`src/bfs_cfg.svh`:
```
// Constants for the bit, flag, shift and load execution block
`ifndef BFS_CFG_SVH
`define BFS_CFG_SVH

// Status flag bit positions
`define BFS_FLAG_C     3'd0
`define BFS_FLAG_Z     3'd1
`define BFS_FLAG_N     3'd2
`define BFS_FLAG_V     3'd3
`define BFS_FLAG_S     3'd4
`define BFS_FLAG_H     3'd5
`define BFS_FLAG_T     3'd6
`define BFS_FLAG_I     3'd7

// Reset and step values
`define BFS_STATUS_FLAGS_RST   8'h00
`define BFS_PTR_STEP   16'h0001
`define BFS_PC_STEP    16'h0001
`define BFS_ZERO_BYTE  8'h00
`define BFS_MSB        3'd7
`define BFS_LSB        3'd0

// Pointer selectors
`define BFS_PTR_X      1'b0
`define BFS_PTR_Y      1'b1

`endif

```
`src/bfs_pkg.sv`:
```
// Types shared by the execution block and its shift unit
`default_nettype none
package bfs_pkg;

	// Operations issued by the instruction sequencer
	typedef enum logic [4:0] {
		OP_BRANCH_IRQ_ON        = 5'h00,
		OP_BRANCH_IRQ_OFF       = 5'h01,
		OP_IO_BIT_SET           = 5'h02,
		OP_IO_BIT_CLEAR         = 5'h03,
		OP_LOGICAL_SHIFT_LEFT   = 5'h04,
		OP_LOGICAL_SHIFT_RIGHT  = 5'h05,
		OP_ROTATE_LEFT_CARRY    = 5'h06,
		OP_ROTATE_RIGHT_CARRY   = 5'h07,
		OP_ARITH_SHIFT_RIGHT    = 5'h08,
		OP_NIBBLE_SWAP          = 5'h09,
		OP_FLAG_BIT_SET         = 5'h0a,
		OP_FLAG_BIT_CLEAR       = 5'h0b,
		OP_REGISTER_BIT_TO_TFLAG = 5'h0c,
		OP_TFLAG_TO_REGISTER_BIT = 5'h0d,
		OP_COPY_REGISTER        = 5'h0e,
		OP_COPY_REGISTER_PAIR   = 5'h0f,
		OP_LOAD_CONSTANT        = 5'h10,
		OP_INDIRECT_LOAD_X      = 5'h11,
		OP_INDIRECT_LOAD_X_INC  = 5'h12,
		OP_INDIRECT_LOAD_X_DEC  = 5'h13,
		OP_INDIRECT_LOAD_Y      = 5'h14,
		OP_INDIRECT_LOAD_Y_INC  = 5'h15
	} bfs_op_t;

	// One-hot sequencing states
	typedef enum logic [3:0] {
		ST_IDLE   = 4'b0001,
		ST_BRANCH = 4'b0010,
		ST_IO     = 4'b0100,
		ST_LOAD   = 4'b1000
	} bfs_state_t;

	// Whole state of the execution block
	typedef struct packed {
		bfs_state_t  state;
		logic [7:0]  status_flags;
		logic        done;
		logic        rfWrEn;
		logic        rfWrPair;
		logic [4:0]  rfWrAddr;
		logic [15:0] rfWrData;
		logic        pcLoad;
		logic [15:0] pcNew;
		logic        ioRd;
		logic        ioWr;
		logic [5:0]  ioAddr;
		logic [7:0]  ioWrData;
		logic [2:0]  pendBit;
		logic        pendSet;
		logic        memRd;
		logic [15:0] memAddr;
		logic        ptrWrEn;
		logic        ptrSel;
		logic [15:0] ptrNew;
		logic        pendPtr;
	} bfs_regs_t;

endpackage
`default_nettype wire

```
`src/bfs_exec.sv`:
```
// Execution of branch, bit, flag, shift and indirect load operations
`timescale 1ns/1ns
`default_nettype none
`include "bfs_cfg.svh"
module bfs_exec
	import bfs_pkg::*;
(
	// Clock and reset
	input  wire logic        clock,
	input  wire logic        rst,
	// Request from the instruction sequencer
	input  wire logic        start,
	input  wire bfs_op_t     op,
	input  wire logic [4:0]  dstAddr,
	input  wire logic [2:0]  bitSel,
	input  wire logic [7:0]  imm,
	input  wire logic [6:0]  branchOfs,
	input  wire logic [5:0]  ioAddrIn,
	input  wire logic [15:0] pcIn,
	output logic             busy,
	output logic             done,
	// Register file read data and pointers
	input  wire logic [7:0]  rdVal,
	input  wire logic [7:0]  rrVal,
	input  wire logic [15:0] rrPair,
	input  wire logic [15:0] xPtr,
	input  wire logic [15:0] yPtr,
	// Register file write back
	output logic             rfWrEn,
	output logic             rfWrPair,
	output logic [4:0]       rfWrAddr,
	output logic [15:0]      rfWrData,
	output logic             ptrWrEn,
	output logic             ptrSel,
	output logic [15:0]      ptrNew,
	// Program counter load
	output logic             pcLoad,
	output logic [15:0]      pcNew,
	// I/O space
	output logic             ioRd,
	output logic             ioWr,
	output logic [5:0]       ioAddr,
	output logic [7:0]       ioWrData,
	input  wire logic [7:0]  ioRdData,
	// Data memory
	output logic             memRd,
	output logic [15:0]      memAddr,
	input  wire logic [7:0]  memRdData,
	// Status flags
	output logic [7:0]       statusFlags
);

	bfs_regs_t  s_q;
	bfs_regs_t  s_d;
	logic [7:0] shRes;
	logic       shC;
	logic       shZ;
	logic       shN;
	logic       shV;

	// Replace one bit of a byte
	function automatic logic [7:0] putBit(input logic [7:0] v,
		input logic [2:0] b, input logic x);
		logic [7:0] r;
		r = v;
		r[b] = x;
		return r;
	endfunction

	// Pointer step up or down by one
	function automatic logic [15:0] ptrStep(input logic [15:0] p,
		input logic up);
		return up ? p + `BFS_PTR_STEP : p - `BFS_PTR_STEP;
	endfunction

	// Branch target: PC plus signed offset plus one
	function automatic logic [15:0] branchTarget(input logic [15:0] pc,
		input logic [6:0] k);
		return pc + {{9{k[6]}}, k} + `BFS_PC_STEP;
	endfunction

	bfs_shift shifter (
		.op       (op),
		.value    (rdVal),
		.carryIn  (s_q.status_flags[`BFS_FLAG_C]),
		.result   (shRes),
		.carryOut (shC),
		.zeroOut  (shZ),
		.negOut   (shN),
		.ovfOut   (shV)
	);

	// Next state; strobes default low so they last one cycle
	always_comb begin
		s_d          = s_q;
		s_d.done     = 1'b0;
		s_d.rfWrEn   = 1'b0;
		s_d.rfWrPair = 1'b0;
		s_d.pcLoad   = 1'b0;
		s_d.ioRd     = 1'b0;
		s_d.ioWr     = 1'b0;
		s_d.memRd    = 1'b0;
		s_d.ptrWrEn  = 1'b0;
		case (s_q.state)
			ST_IDLE: begin
				if (start) begin
					s_d.rfWrAddr = dstAddr;
					case (op)
						OP_BRANCH_IRQ_ON, OP_BRANCH_IRQ_OFF: begin
							s_d.pcNew = branchTarget(pcIn, branchOfs);
							// Taken adds a cycle; not taken ends now
							if (s_q.status_flags[`BFS_FLAG_I] ==
								(op == OP_BRANCH_IRQ_ON)) begin
								s_d.state = ST_BRANCH;
							end else begin
								s_d.done = 1'b1;
							end
						end
						OP_IO_BIT_SET, OP_IO_BIT_CLEAR: begin
							// Read first, modify and write next cycle
							s_d.ioRd    = 1'b1;
							s_d.ioAddr  = ioAddrIn;
							s_d.pendBit = bitSel;
							s_d.pendSet = (op == OP_IO_BIT_SET);
							s_d.state   = ST_IO;
						end
						OP_LOGICAL_SHIFT_LEFT, OP_LOGICAL_SHIFT_RIGHT,
						OP_ROTATE_LEFT_CARRY, OP_ROTATE_RIGHT_CARRY,
						OP_ARITH_SHIFT_RIGHT: begin
							s_d.rfWrEn   = 1'b1;
							s_d.rfWrData = {`BFS_ZERO_BYTE, shRes};
							s_d.status_flags[`BFS_FLAG_C] = shC;
							s_d.status_flags[`BFS_FLAG_Z] = shZ;
							s_d.status_flags[`BFS_FLAG_N] = shN;
							s_d.status_flags[`BFS_FLAG_V] = shV;
							s_d.done     = 1'b1;
						end
						OP_NIBBLE_SWAP: begin
							s_d.rfWrEn   = 1'b1;
							s_d.rfWrData = {`BFS_ZERO_BYTE, rdVal[3:0],
								rdVal[7:4]};
							s_d.done     = 1'b1;
						end
						OP_FLAG_BIT_SET, OP_FLAG_BIT_CLEAR: begin
							// Operand s selects the flag; others kept
							s_d.status_flags = putBit(s_q.status_flags, bitSel,
								op == OP_FLAG_BIT_SET);
							s_d.done = 1'b1;
						end
						OP_REGISTER_BIT_TO_TFLAG: begin
							s_d.status_flags[`BFS_FLAG_T] = rrVal[bitSel];
							s_d.done = 1'b1;
						end
						OP_TFLAG_TO_REGISTER_BIT: begin
							s_d.rfWrEn   = 1'b1;
							s_d.rfWrData = {`BFS_ZERO_BYTE, putBit(rdVal,
								bitSel, s_q.status_flags[`BFS_FLAG_T])};
							s_d.done     = 1'b1;
						end
						OP_COPY_REGISTER: begin
							s_d.rfWrEn   = 1'b1;
							s_d.rfWrData = {`BFS_ZERO_BYTE, rrVal};
							s_d.done     = 1'b1;
						end
						OP_COPY_REGISTER_PAIR: begin
							s_d.rfWrEn   = 1'b1;
							s_d.rfWrPair = 1'b1;
							s_d.rfWrData = rrPair;
							s_d.done     = 1'b1;
						end
						OP_LOAD_CONSTANT: begin
							s_d.rfWrEn   = 1'b1;
							s_d.rfWrData = {`BFS_ZERO_BYTE, imm};
							s_d.done     = 1'b1;
						end
						OP_INDIRECT_LOAD_X, OP_INDIRECT_LOAD_X_INC: begin
							s_d.memRd   = 1'b1;
							s_d.memAddr = xPtr;
							s_d.ptrSel  = `BFS_PTR_X;
							s_d.ptrNew  = ptrStep(xPtr, 1'b1);
							s_d.pendPtr = (op == OP_INDIRECT_LOAD_X_INC);
							s_d.state   = ST_LOAD;
						end
						OP_INDIRECT_LOAD_X_DEC: begin
							// Address is the already decremented pointer
							s_d.memRd   = 1'b1;
							s_d.memAddr = ptrStep(xPtr, 1'b0);
							s_d.ptrSel  = `BFS_PTR_X;
							s_d.ptrNew  = ptrStep(xPtr, 1'b0);
							s_d.pendPtr = 1'b1;
							s_d.state   = ST_LOAD;
						end
						OP_INDIRECT_LOAD_Y, OP_INDIRECT_LOAD_Y_INC: begin
							s_d.memRd   = 1'b1;
							s_d.memAddr = yPtr;
							s_d.ptrSel  = `BFS_PTR_Y;
							s_d.ptrNew  = ptrStep(yPtr, 1'b1);
							s_d.pendPtr = (op == OP_INDIRECT_LOAD_Y_INC);
							s_d.state   = ST_LOAD;
						end
						default: begin
							s_d.done = 1'b1;
						end
					endcase
				end
			end
			ST_BRANCH: begin
				s_d.pcLoad = 1'b1;
				s_d.done   = 1'b1;
				s_d.state  = ST_IDLE;
			end
			ST_IO: begin
				// Only the selected bit changes in the written byte
				s_d.ioWr     = 1'b1;
				s_d.ioWrData = putBit(ioRdData, s_q.pendBit,
					s_q.pendSet);
				s_d.done     = 1'b1;
				s_d.state    = ST_IDLE;
			end
			ST_LOAD: begin
				s_d.rfWrEn   = 1'b1;
				s_d.rfWrData = {`BFS_ZERO_BYTE, memRdData};
				s_d.ptrWrEn  = s_q.pendPtr;
				s_d.done     = 1'b1;
				s_d.state    = ST_IDLE;
			end
			default: begin
				s_d.state = ST_IDLE;
			end
		endcase
	end

	// State register
	always_ff @(posedge clock) begin
		if (rst) begin
			s_q      <= '0;
			s_q.state <= ST_IDLE;
			s_q.status_flags <= `BFS_STATUS_FLAGS_RST;
		end else begin
			s_q <= s_d;
		end
	end

	// Busy blocks new requests while a two-cycle operation runs
	assign busy        = (s_q.state != ST_IDLE);
	assign done        = s_q.done;
	assign rfWrEn      = s_q.rfWrEn;
	assign rfWrPair    = s_q.rfWrPair;
	assign rfWrAddr    = s_q.rfWrAddr;
	assign rfWrData    = s_q.rfWrData;
	assign ptrWrEn     = s_q.ptrWrEn;
	assign ptrSel      = s_q.ptrSel;
	assign ptrNew      = s_q.ptrNew;
	assign pcLoad      = s_q.pcLoad;
	assign pcNew       = s_q.pcNew;
	assign ioRd        = s_q.ioRd;
	assign ioWr        = s_q.ioWr;
	assign ioAddr      = s_q.ioAddr;
	assign ioWrData    = s_q.ioWrData;
	assign memRd       = s_q.memRd;
	assign memAddr     = s_q.memAddr;
	assign statusFlags = s_q.status_flags;

endmodule
`default_nettype wire

```
`src/bfs_shift.sv`:
```
// Shift and rotate unit with its flag results
`timescale 1ns/1ns
`default_nettype none
`include "bfs_cfg.svh"
module bfs_shift
	import bfs_pkg::*;
(
	// Operation and operand
	input  wire bfs_op_t   op,
	input  wire logic [7:0] value,
	input  wire logic       carryIn,
	// Result and flags
	output logic [7:0]      result,
	output logic            carryOut,
	output logic            zeroOut,
	output logic            negOut,
	output logic            ovfOut
);

	// Result and carry per shift kind
	always_comb begin
		result   = value;
		carryOut = carryIn;
		case (op)
			OP_LOGICAL_SHIFT_LEFT: begin
				result   = {value[6:0], 1'b0};
				carryOut = value[`BFS_MSB];
			end
			OP_LOGICAL_SHIFT_RIGHT: begin
				result   = {1'b0, value[7:1]};
				carryOut = value[`BFS_LSB];
			end
			OP_ROTATE_LEFT_CARRY: begin
				result   = {value[6:0], carryIn};
				carryOut = value[`BFS_MSB];
			end
			OP_ROTATE_RIGHT_CARRY: begin
				result   = {carryIn, value[7:1]};
				carryOut = value[`BFS_LSB];
			end
			OP_ARITH_SHIFT_RIGHT: begin
				result   = {value[7], value[7:1]};
				carryOut = value[`BFS_LSB];
			end
			default: begin
				result   = value;
				carryOut = carryIn;
			end
		endcase
	end

	// Flags common to every shift; overflow is negative xor carry
	assign zeroOut = (result == `BFS_ZERO_BYTE);
	assign negOut  = result[`BFS_MSB];
	assign ovfOut  = negOut ^ carryOut;

endmodule
`default_nettype wire

```
`config.mk`:
```
export PLATFORM = sky130hd
export DESIGN_NAME = bfs_exec
export DESIGN_NICKNAME = d
export VERILOG_FILES = /design/src/bfs_pkg.sv /design/src/bfs_exec.sv /design/src/bfs_shift.sv
export VERILOG_INCLUDE_DIRS = /design/src
export SDC_FILE = /design/constraint.sdc
export NUM_CORES = 1
export LEC_CHECK = 0
export BUFFER_PORTS_ARGS = -buffer_cell sky130_fd_sc_hd__buf_2
export CORE_ASPECT_RATIO = 0.7
export CORE_MARGIN = 2
export CORE_UTILIZATION = 53
export DETAILED_ROUTE_END_ITERATION = 8
export PLACE_DENSITY = 0.92
export SLEW_MARGIN = 0
export SYNTH_ARGS = -nofsm -noshare
export SYNTH_HDL_FRONTEND = slang
export SYNTH_SLANG_ARGS = --single-unit
```
`constraint.sdc`:
```
create_clock -name clock -period 3.7 [get_ports clock]
set_input_delay 0.555 -clock clock [delete_from_list [all_inputs] [get_ports clock]]
set_output_delay 0.555 -clock clock [all_outputs]
set_load 0.02 [all_outputs]
```
==> summary.txt, run 1 <==
Clocking
  – Post-CTS Setup Bufs: 0
  – Post-CTS sizing: 0
  – Max Root-Sink Buffers: 2
  – H-tree Lvls: 3
  – TritonCTS Buffers: 9
  – Reg clk slew, reported paths: 0.08 ns
  – Clock latency on the worst-skew pair: 0.34 ns
  – CTS tree: done
  – Clock sink count: 109
  – CTS Root Cell: clkbuf_16
  – Hold-fix buffers, CTS: 0

Timing
  – Post-Route Setup TNS: 0 ns
  – Max Slew Vio Count: 0
  – Fin worst setup slack: 0.843 ns
  – Layout Skew: 0.00841 ns
  – F_max: 350 MHz
  – Final worst-path cycle share: 77.2%
  – Relative slew slack: 39.8%
  – Final hold viol count: 0
  – Minimum clock period: 2.86 ns
  – RSZ-0062 raised after global routing: false
  – Setup violators final: 0
  – Worst Hold Slack: 0.418 ns
  – Slew @ Worst Pin: 0.896 ns

Worst setup path
  – Setup crit start kind: primary input
  – CP required: 3.92 ns
  – CP Max Fanout: 23
  – CP max-delay cell: and4bb_2
  – CP most frequent cell: nand2_1
  – CP endpoint kind: register
  – Crit path largest cell delay: 0.62 ns
  – Critical path arrival: 3.08 ns
  – R2r setup slk: 0.94 ns
  – Critical-path cell list: buf_2 -> and4bb_2 -> nand2_1 -> o21ai_0 -> ha_1 -> nand2_1 -> or4_1 -> nand3_1 -> a21oi_1
  – R2r startpoint: s_q[105]
  – R2R Path End: pcNew[15]
  – WS Path Type: primary input to register
  – Worst reg2reg path depth: 6

Route
  – Final WL: 22000 um
  – Drt drc: 0
  – Final antenna-violating net count: 0
  – DRT Pass-1 Iters: 5
  – Vias: 7758
  – Wirelength per Cell: 17.3 um
  – Initial drt markers: 711
  – Vias/cell: 6.08

Finish
  – Antenna Cells: 0
  – Area grow syn2layout: 11.3%
  – Share of cells above drive strength 1: 26.1%
  – Post-Layout Inst Area: 8500 um2
  – Final #Nets: 1233

Yosys
  – Post-synthesis cell type count: 75
  – Top cells by area, synth: dfxtp_1, buf_4, a21oi_1, nand2_1, o21ai_0
  – Post-synth EDFFs: 0
  – Synthesized area per cell: 7.75 um2
  – Post-Synthesis Cells: 986
  – Ys async rst share: 0%
  – Sequential share of the synthesized area: 28.6%
  – Area leader, netlist: dfxtp_1
  – Top cell type's share of synthesized area: 28.6%
  – Mapped Area: 7640 um2
  – Synth warn: 0
  – Net Count, Synth: 1137
  – Top FF cell, synth: dfxtp_1
  – Register bit count reported by yosys: 109

Power
  – Pint: 1940 uW
  – P per Cell Area: 333 nW/um2
  – Net Sw Power: 893 uW
  – Clock power share: 34.7%
  – Seq pwr share: 43.5%
  – Power Total: 2830 uW
  – Leak: 0.00365 uW
  – Sw frac: 31.5%
  – Combinational share of power: 21.8%
  – Peak VDD IR: 206 uV

Placed design
  – Port buffer count: 233
  – Area after DPL: 8190 um2
  – Setup WS pre-CTS: 0.540 ns
  – HPWL after detailed placement: 16600 um
  – RD Place Congestion: 0.946

Worst hold path
  – Hold endpoint: rfWrData[13]
  – Worst min-delay path category: primary input to register
  – Hold Path Cell Cnt: 2
  – Hold Crit Start: rrPair[13]

Run status
  – Status: finished clean

Floorplanning
  – DIE HEIGHT: 104 um
  – Initial Util: 54.5%
  – Site row count: 36
  – Core Area: 14000 um2
  – DIE AREA: 15400 um2
  – DIE WIDTH: 147 um
  – I/O Pins: 234

Flow run
  – Max-cap violations: 0

Global routing
  – Global-route usage over all layers: 27.5%
  – Vias in the first global route: 6855
  – Pin count of the biggest net entering global routing: 46
  – First-pass GRT wire length: 34900 um
  – Initial antenna violation count: 0
  – Remaining Overflow, GRT: 0
## synthesized netlist by cell type (15+ instances only)
cell type and number:
a211oi_1 29, a21oi_1 82, a22oi_1 25, buf_4 93, clkbuf_1 60, dfxtp_1 109
ha_1 17, inv_1 15, mux2i_1 28, nand2_1 83, nand3_1 42, nor2_1 69
nor3_1 35, o21a_1 17, o21ai_0 58, xnor2_1 15
## per-stage QoR
step                      cells  utilization [%]
after global placement     1261             58.5
after floorplan             986                -
final                      1277             60.7
after global routing       1277             60.7
after CTS                  1277             60.7
after detailed placement   1261             58.5
## area by class of cell
class                           count  area [um2]
Timing Repair Buffer              249        1290
Tap cell                          190         238
Multi-Input combinational cell    698        4430
Clock buffer                       10         239
Fill cell                        1307        5510
Sequential cell                   109        2180
Inverter                           15        56.3
Clock inverter                      6        63.8
## kinds of logic after synthesis
kind of cell / synth area share (%)
AOI/OAI and AO/OA: 26.9
xor gates and xnor gates: 3.21
adders and majority gates: 3.05
buffers and inverters: 13.6
DFF: 28.6
muxes: 4.26
and+or+nand+nor: 20.4
## routing by layer
| layer | vias up | routed length (um) | part of all wire [%] | GRT usage, % |
|---|---|---|---|---|
| li1 | 3707 | - | - | - |
| met1 | 3596 | 10100 | 46 | 40.8 |
| met2 | 431 | 9390 | 43 | 41.2 |
| met3 | 24 | 2370 | 11 | 5.48 |
| met4 | 0 | 229 | 1.0 | 5.70 |
| met5 | - | 0 | 0 | 0 |
## worst max-delay path: cells and delay by family
family	cells	cell delay, ns
fa+ha+maj	1	0.33
simple gates	5	1.68
compound gates	2	0.20
buf+inv	1	0.31
## registers in the layout, indices dropped and copies added (netlist names), 5 cells and up
| register | flops |
|---|---|
| rfWrAddr | 5 |
| statusFlags | 8 |
| ioWrData | 8 |
| ptrNew | 16 |
| s_q | 9 |
| ioAddr | 6 |
| memAddr | 16 |
| rfWrData | 16 |
| pcNew | 16 |
## placed cells by master, fill, tap and decap left out, drive strengths merged, types with 5 or more instances in the layout
cell type  netlist  final
buf            104    249
dfxtp          109    109
nand2           83     83
a21oi           83     83
nor2            69     69
o21ai           58     58
nand3           43     43
nor3            36     36
a211oi          29     29
mux2i           28     28
a22oi           25     25
inv             15     18
o21a            17     17
ha              17     17
xnor2           15     15
a22o            14     14
xor2            13     13
nor2b           10     10
clkbuf          60     10
o22ai            9      9
or3              8      8
and3             8      8
and2             7      7
nand2b           7      7
a21o             7      7
nand3b           7      7
a31oi            7      7
o211ai           7      7
nor4             7      7
o31ai            6      6
o32a             6      6
a211o            6      6
nand4            5      5
## worst max path at each step
stage                     startpoint          to  slack, ns
after detailed placement       op[4]  ptrNew[12]       0.54
after global routing        s_q[105]   pcNew[15]       0.59
after floorplan                op[2]  ptrNew[12]       0.51
after global placement         op[4]  ptrNew[12]       0.63
after CTS                      op[4]  ptrNew[12]       0.90
final                          op[4]  ptrNew[12]       0.84
## power by group through the flow
stage | Sequential [uW] | Clock [uW] | Combinational [uW]
finish | 1230 | 983 | 618
CTS | 1230 | 1010 | 609
global route | 1240 | 1060 | 673
detailed placement | 1260 | 0 | 606
global placement | 1260 | 0 | 595
floorplan | 1250 | 0 | 434
Note: power is estimated with default switching activity, not from simulation.
==> run 2: changes to the inputs <==
CORE_UTILIZATION = 48   (was 53)
PLACE_DENSITY = 0.88   (was 0.92)
clock period = 2.6 ns   (was 3.7 ns; I/O delays follow)
==> run 2 against run 1 <==
Die area up 10%. Register-to-register slack got worse by 0.65 ns. Via count up 1.5%. Clock power is 53% higher. Clock skew grew 0.0020 ns. Final cell count grew 3.3%. Global-route usage down 2.0 points. Critical path type unchanged. Largest cell class unchanged. Highest routed layer unchanged.
==> summary.txt, run 2 (synthesized netlist as in run 1, its figures left out) <==
Placed design
  – RD Place Congestion: 0.965 (was 0.946)
  – Port buffer count: 233 (unchanged)
  – HPWL after detailed placement: 16800 um (was 16600 um)

Finish
  – Commonest non-fill, non-tap cell in the layout: buf_2 (unchanged)
  – Area grow syn2layout: 15.2% (was 11.3%)
  – Antenna Cells: 0 (unchanged)
  – Final #Nets: 1265 (was 1233)
  – Share of cells above drive strength 1: 28.3% (was 26.1%)
  – Commonest non-fill, non-tap cells in the layout: buf_2, dfxtp_1, nand2_1, a21oi_1, nor2_1 (was buf_2, dfxtp_1, nand2_1)

Worst setup path
  – R2r startpoint: s_q[105] (unchanged)
  – Crit. Startpoint: branchOfs[0] (was op[4])
  – Critical path arrival: 2.63 ns (was 3.08 ns)
  – CP required: 2.83 ns (was 3.92 ns)
  – CP endpoint kind: register (unchanged)
  – WS Path Type: primary input to register (unchanged)
  – Setup crit start kind: primary input (unchanged)
  – CP Max Fanout: 3 (was 23)

Route
  – Vias: 7874 (was 7758)
  – Vias/cell: 5.97 (was 6.08)
  – Top sig layer: met4 (unchanged)
  – DRT Pass-1 Iters: 6 (was 5)
  – Met2 wire len: 9750 um (was 9390 um)
  – Met1 WL: 10500 um (was 10100 um)
  – Wirelength per Cell: 17.1 um (was 17.3 um)
  – Final WL: 22600 um (was 22000 um)
  – Initial drt markers: 804 (was 711)
  – Final antenna-violating net count: 0 (unchanged)
  – WL met3: 2120 um (was 2370 um)
  – Drt drc: 0 (unchanged)

Global routing
  – Global-route usage over all layers: 25.5% (was 27.5%)
  – Remaining Overflow, GRT: 0 (unchanged)
  – First-pass GRT wire length: 35200 um (was 34900 um)
  – Pin count of the biggest net entering global routing: 72 (was 46)
  – Initial antenna violation count: 0 (unchanged)
  – Vias in the first global route: 7016 (was 6855)

Clocking
  – TritonCTS Buffers: 9 (unchanged)
  – CTS tree: done (unchanged)
  – CTS Root Cell: clkbuf_16 (unchanged)
  – Clock latency on the worst-skew pair: 0.35 ns (was 0.34 ns)
  – Reg clk slew, reported paths: 0.09 ns (was 0.08 ns)
  – Post-CTS sizing: 0 (unchanged)
  – Hold-fix buffers, CTS: 0 (unchanged)
  – H-tree Lvls: 3 (unchanged)
  – Clock sink count: 109 (unchanged)
  – Post-CTS Setup Bufs: 0 (unchanged)
  – Max Root-Sink Buffers: 2 (unchanged)

Floorplanning
  – DIE WIDTH: 155 um (was 147 um)
  – Site row count: 38 (was 36)
  – DIE AREA: 17000 um2 (was 15400 um2)
  – I/O Pins: 234 (unchanged)
  – Core Area: 15500 um2 (was 14000 um2)
  – DIE HEIGHT: 110 um (was 104 um)
  – Initial Util: 49.1% (was 54.5%)

Power
  – Seq pwr share: 42.0% (was 43.5%)
  – Leak: 0.00383 uW (was 0.00365 uW)
  – Sw frac: 32.7% (was 31.5%)
  – Pint: 2810 uW (was 1940 uW)
  – Net Sw Power: 1360 uW (was 893 uW)
  – Peak VDD IR: 288 uV (was 206 uV)
  – Clock power share: 35.8% (was 34.7%)
  – Combinational share of power: 22.2% (was 21.8%)
  – Power Total: 4170 uW (was 2830 uW)
  – P per Cell Area: 474 nW/um2 (was 333 nW/um2)

Timing
  – Setup violators final: 0 (unchanged)
  – RSZ-0062 raised after global routing: false (unchanged)
  – Relative slew slack: 53.5% (was 39.8%)
  – Minimum clock period: 2.41 ns
  – Max Slew Vio Count: 0 (unchanged)
  – Worst Hold Slack: 0.247 ns (was 0.418 ns)
  – Layout Skew: 0.0104 ns (was 0.00841 ns)
  – Final hold viol count: 0 (unchanged)
  – Slew @ Worst Pin: 0.696 ns (was 0.896 ns)
  – Final worst-path cycle share: 92.6%
  – F_max: 415 MHz

Worst hold path
  – Worst min-delay path category: primary input to register (unchanged)
  – Hold Crit Start: rrPair[10] (was rrPair[13])

Run status
  – Status: finished clean (unchanged)

Flow run
  – Max-cap violations: 0 (unchanged)
## run 2: cell count changes in the layout (fill, tap and decap cells not counted)
cell        previous run  this run
buf_12                 0         2
buf_4                 16        46
clkbuf_8               1         0
clkinv_4               1         0
clkinv_8               1         2
clkinvlp_4             1         0
inv_12                 0         3
inv_8                  2         1
nand2_1               83        82
nand2_2                0         1
## run 2: per-stage QoR
stage | instance area [um2] | setup WS (ns) | util (%) | setup TNS, ns | cells
floorplan | 7650 | 0.0108 | - | 0 | 986
global placement | 8470 | -0.0831 | 54.5 | -0.129 | 1303
detailed placement | 8470 | -0.115 | 54.5 | -0.197 | 1303
CTS | 8800 | 0.233 | 56.6 | 0 | 1319
global route | 8800 | 0.0851 | 56.6 | 0 | 1319
finish | 8800 | 0.192 | 56.6 | 0 | 1319
## run 2: worst paths after layout
| check | endpoint | depth (start not counted) | slack [ns] |
|---|---|---|---|
| max reg2reg | statusFlags[6] | 7 | 0.29 |
| max | pcNew[14] | 11 | 0.19 |
| min | rfWrData[10] | 2 | 0.25 |
| min reg2reg | pcNew[5] | 2 | 0.45 |
## run 2: power by group through the flow
stage                     logic [uW]  registers [uW]  clock network, uW
after floorplan                  619            1780                  0
after global placement           893            1790                  0
after detailed placement         909            1790                  0
after CTS                        914            1750               1540
after global routing            1010            1760               1600
final                            926            1750               1500
## run 2: critical path, cell delays in order
cell      delay, ns
buf_2          0.10
inv_1          0.05
ha_1           0.16
inv_1          0.05
fa_1           0.39
a211oi_1       0.28
o21ai_0        0.20
a211o_1        0.34
a311oi_1       0.43
a221o_1        0.21
a21oi_1        0.04
## run 2: final cells by class
class | count | area, um2
clock buffer | 9 | 225
clock inverter | 7 | 101
fill | 1477 | 6750
inverter | 15 | 56.3
multi-input combinational | 698 | 4430
sequential | 109 | 2180
tap | 200 | 250
timing repair buffer | 281 | 1550
## run 2: metal layers
| metal | GRT usage, % | vias up |
|---|---|---|
| met4 | 4.96 | 0 |
| li1 | - | 3783 |
| met5 | 0 | - |
| met1 | 36.9 | 3647 |
| met3 | 5.36 | 33 |
| met2 | 39.3 | 411 |
==> run 3: changes to the inputs <==
MAX_ROUTING_LAYER = met4   (was unset)
==> run 3 against run 2 <==
Die area unchanged. Clock-buffer cell count stayed put. Global-route usage is 1.3 points higher. Critical path depth stayed put. Combinational power grew 0.9%. Wire length grew 0.80%. Largest cell class unchanged.
==> summary.txt, run 3 (synthesized netlist as in run 1, its figures left out) <==
Timing
  – Final hold viol count: 0 (unchanged)
  – RSZ-0062 raised after global routing: false (unchanged)
  – Layout Skew: 0.00839 ns (was 0.0104 ns)
  – Slew @ Worst Pin: 0.634 ns (was 0.696 ns)
  – Setup violators final: 0 (unchanged)
  – Max Slew Vio Count: 0 (unchanged)
  – Final worst-path cycle share: 88.4% (was 92.6%)
  – Minimum clock period: 2.30 ns (was 2.41 ns)
  – F_max: 435 MHz (was 415 MHz)
  – Relative slew slack: 57.7% (was 53.5%)

Floorplanning
  – DIE WIDTH: 155 um (unchanged)
  – Site row count: 38 (unchanged)
  – I/O Pins: 234 (unchanged)
  – DIE HEIGHT: 110 um (unchanged)
  – Initial Util: 49.1% (unchanged)
  – DIE AREA: 17000 um2 (unchanged)
  – Core Area: 15500 um2 (unchanged)

Route
  – Wirelength per Cell: 17.2 um (was 17.1 um)
  – Initial drt markers: 647 (was 804)
  – Final WL: 22800 um (was 22600 um)
  – Vias: 7900 (was 7874)
  – Vias/cell: 5.98 (was 5.97)
  – Final antenna-violating net count: 0 (unchanged)
  – Drt drc: 0 (unchanged)
  – DRT Pass-1 Iters: 6 (unchanged)

Worst setup path
  – CP endpoint kind: register (unchanged)
  – Critical path arrival: 2.52 ns (was 2.63 ns)
  – R2r setup slk: 0.31 ns (was 0.29 ns)
  – Worst reg2reg path depth: 7 (unchanged)
  – R2R Path End: statusFlags[6] (unchanged)
  – WS Path Type: primary input to register (unchanged)
  – Setup crit start kind: primary input (unchanged)
  – CP required: 2.82 ns (was 2.83 ns)
  – R2r startpoint: s_q[105] (unchanged)
  – CP Max Fanout: 3 (unchanged)

Finish
  – Antenna Cells: 0 (unchanged)
  – Commonest non-fill, non-tap cells in the layout: buf_2, dfxtp_1, nand2_1, a21oi_1, nor2_1 (unchanged)
  – Area grow syn2layout: 15.2% (about the same)
  – Share of cells above drive strength 1: 28.6% (was 28.3%)
  – Non-Filler Instances: 1321 (was 1319)
  – Commonest non-fill, non-tap cell in the layout: buf_2 (unchanged)
  – Final #Nets: 1267 (was 1265)
  – Fin util: 56.6% (about the same)

Global routing
  – First-pass GRT wire length: 36100 um (was 35200 um)
  – Vias in the first global route: 7111 (was 7016)
  – Remaining Overflow, GRT: 0 (unchanged)
  – Global-route usage over all layers: 26.8% (was 25.5%)
  – Initial antenna violation count: 0 (unchanged)
  – Pin count of the biggest net entering global routing: 47 (was 72)

Clocking
  – Hold-fix buffers, CTS: 0 (unchanged)
  – Clock sink count: 109 (unchanged)
  – CTS tree: done (unchanged)
  – Max Root-Sink Buffers: 2 (unchanged)
  – Reg clk slew, reported paths: 0.09 ns (about the same)
  – Clock latency on the worst-skew pair: 0.35 ns (about the same)
  – H-tree Lvls: 3 (unchanged)
  – TritonCTS Buffers: 9 (unchanged)
  – CTS Root Cell: clkbuf_16 (unchanged)

Power
  – P per Cell Area: 468 nW/um2 (was 474 nW/um2)
  – Peak VDD IR: 297 uV (was 288 uV)
  – Leak: 0.00383 uW (about the same)

Placed design
  – Port buffer count: 233 (unchanged)
  – Placed insts: 1305 (was 1303)
  – RD Place Congestion: 0.955 (was 0.965)
  – HPWL after detailed placement: 17300 um (was 16800 um)

Worst hold path
  – Hold Path Cell Cnt: 2 (unchanged)
  – Hold endpoint: rfWrData[11] (was rfWrData[10])
  – Hold Crit Start: rrPair[11] (was rrPair[10])
  – Worst min-delay path category: primary input to register (unchanged)

Run status
  – Status: finished clean (unchanged)

Flow run
  – Max-cap violations: 0 (unchanged)
[run 3: worst max-delay path by stage]
| stage | endpoint | slack, ns | depth (start not counted) | start |
|---|---|---|---|---|
| detailed placement | pcNew[14] | -0.15 | 11 | branchOfs[0] |
| global route | pcNew[14] | 0.07 | 11 | pcIn[0] |
| CTS | pcNew[14] | 0.21 | 11 | branchOfs[0] |
| floorplan | ptrNew[12] | 0.01 | 12 | op[2] |
| global placement | pcNew[14] | -0.11 | 11 | branchOfs[0] |
| finish | pcNew[14] | 0.30 | 11 | branchOfs[0] |
[run 3: cell type report]
cell class / instances / area, um2
inverters: 15 / 56.3
clock buffers: 9 / 225
well taps: 200 / 250
repair buffers: 283 / 1550
clock inverters: 7 / 86.3
fillers: 1467 / 6750
flip-flops and latches: 109 / 2180
multi-input cells: 698 / 4450
[run 3: worst max-delay path, cell delays in order]
cell      delay (ns)
buf_2           0.09
inv_1           0.05
ha_1            0.16
inv_1           0.05
fa_1            0.40
a211oi_2        0.22
o21ai_0         0.18
a211o_1         0.36
a311oi_2        0.38
a221o_1         0.20
a21oi_1         0.04
[run 3: metrics by stage]
stage / area [um2] / total power (uW) / TNS, ns / hold WS [ns] / setup WS [ns]
finish: 8800 / 4120 / 0 / 0.244 / 0.303
global route: 8800 / 4310 / 0 / 0.229 / 0.0677
CTS: 8790 / 4140 / 0 / 0.230 / 0.208
detailed placement: 8480 / 2700 / -0.261 / 0.449 / -0.147
global placement: 8480 / 2680 / -0.177 / 0.439 / -0.109
floorplan: 7650 / 2400 / 0 / 0.432 / 0.0108
[run 3: per-layer routing]
metal	share of wire [%]	routed length, um	track usage [%]
met2	43	9690	40.2
met5	0	0	-
met4	1.2	282	4.89
met3	9.0	2040	5.08
met1	47	10800	38.0
[run 3: power by group]
group	internal, uW	total (uW)	switching [uW]
logic	373	934	561
registers	1720	1750	30.7
clock network	698	1440	739
[run 3: what timing repair did]
action	CTS	global route
setup buffers	0	0
endpoints found under the setup margin	0	2
gates resized for setup	0	2
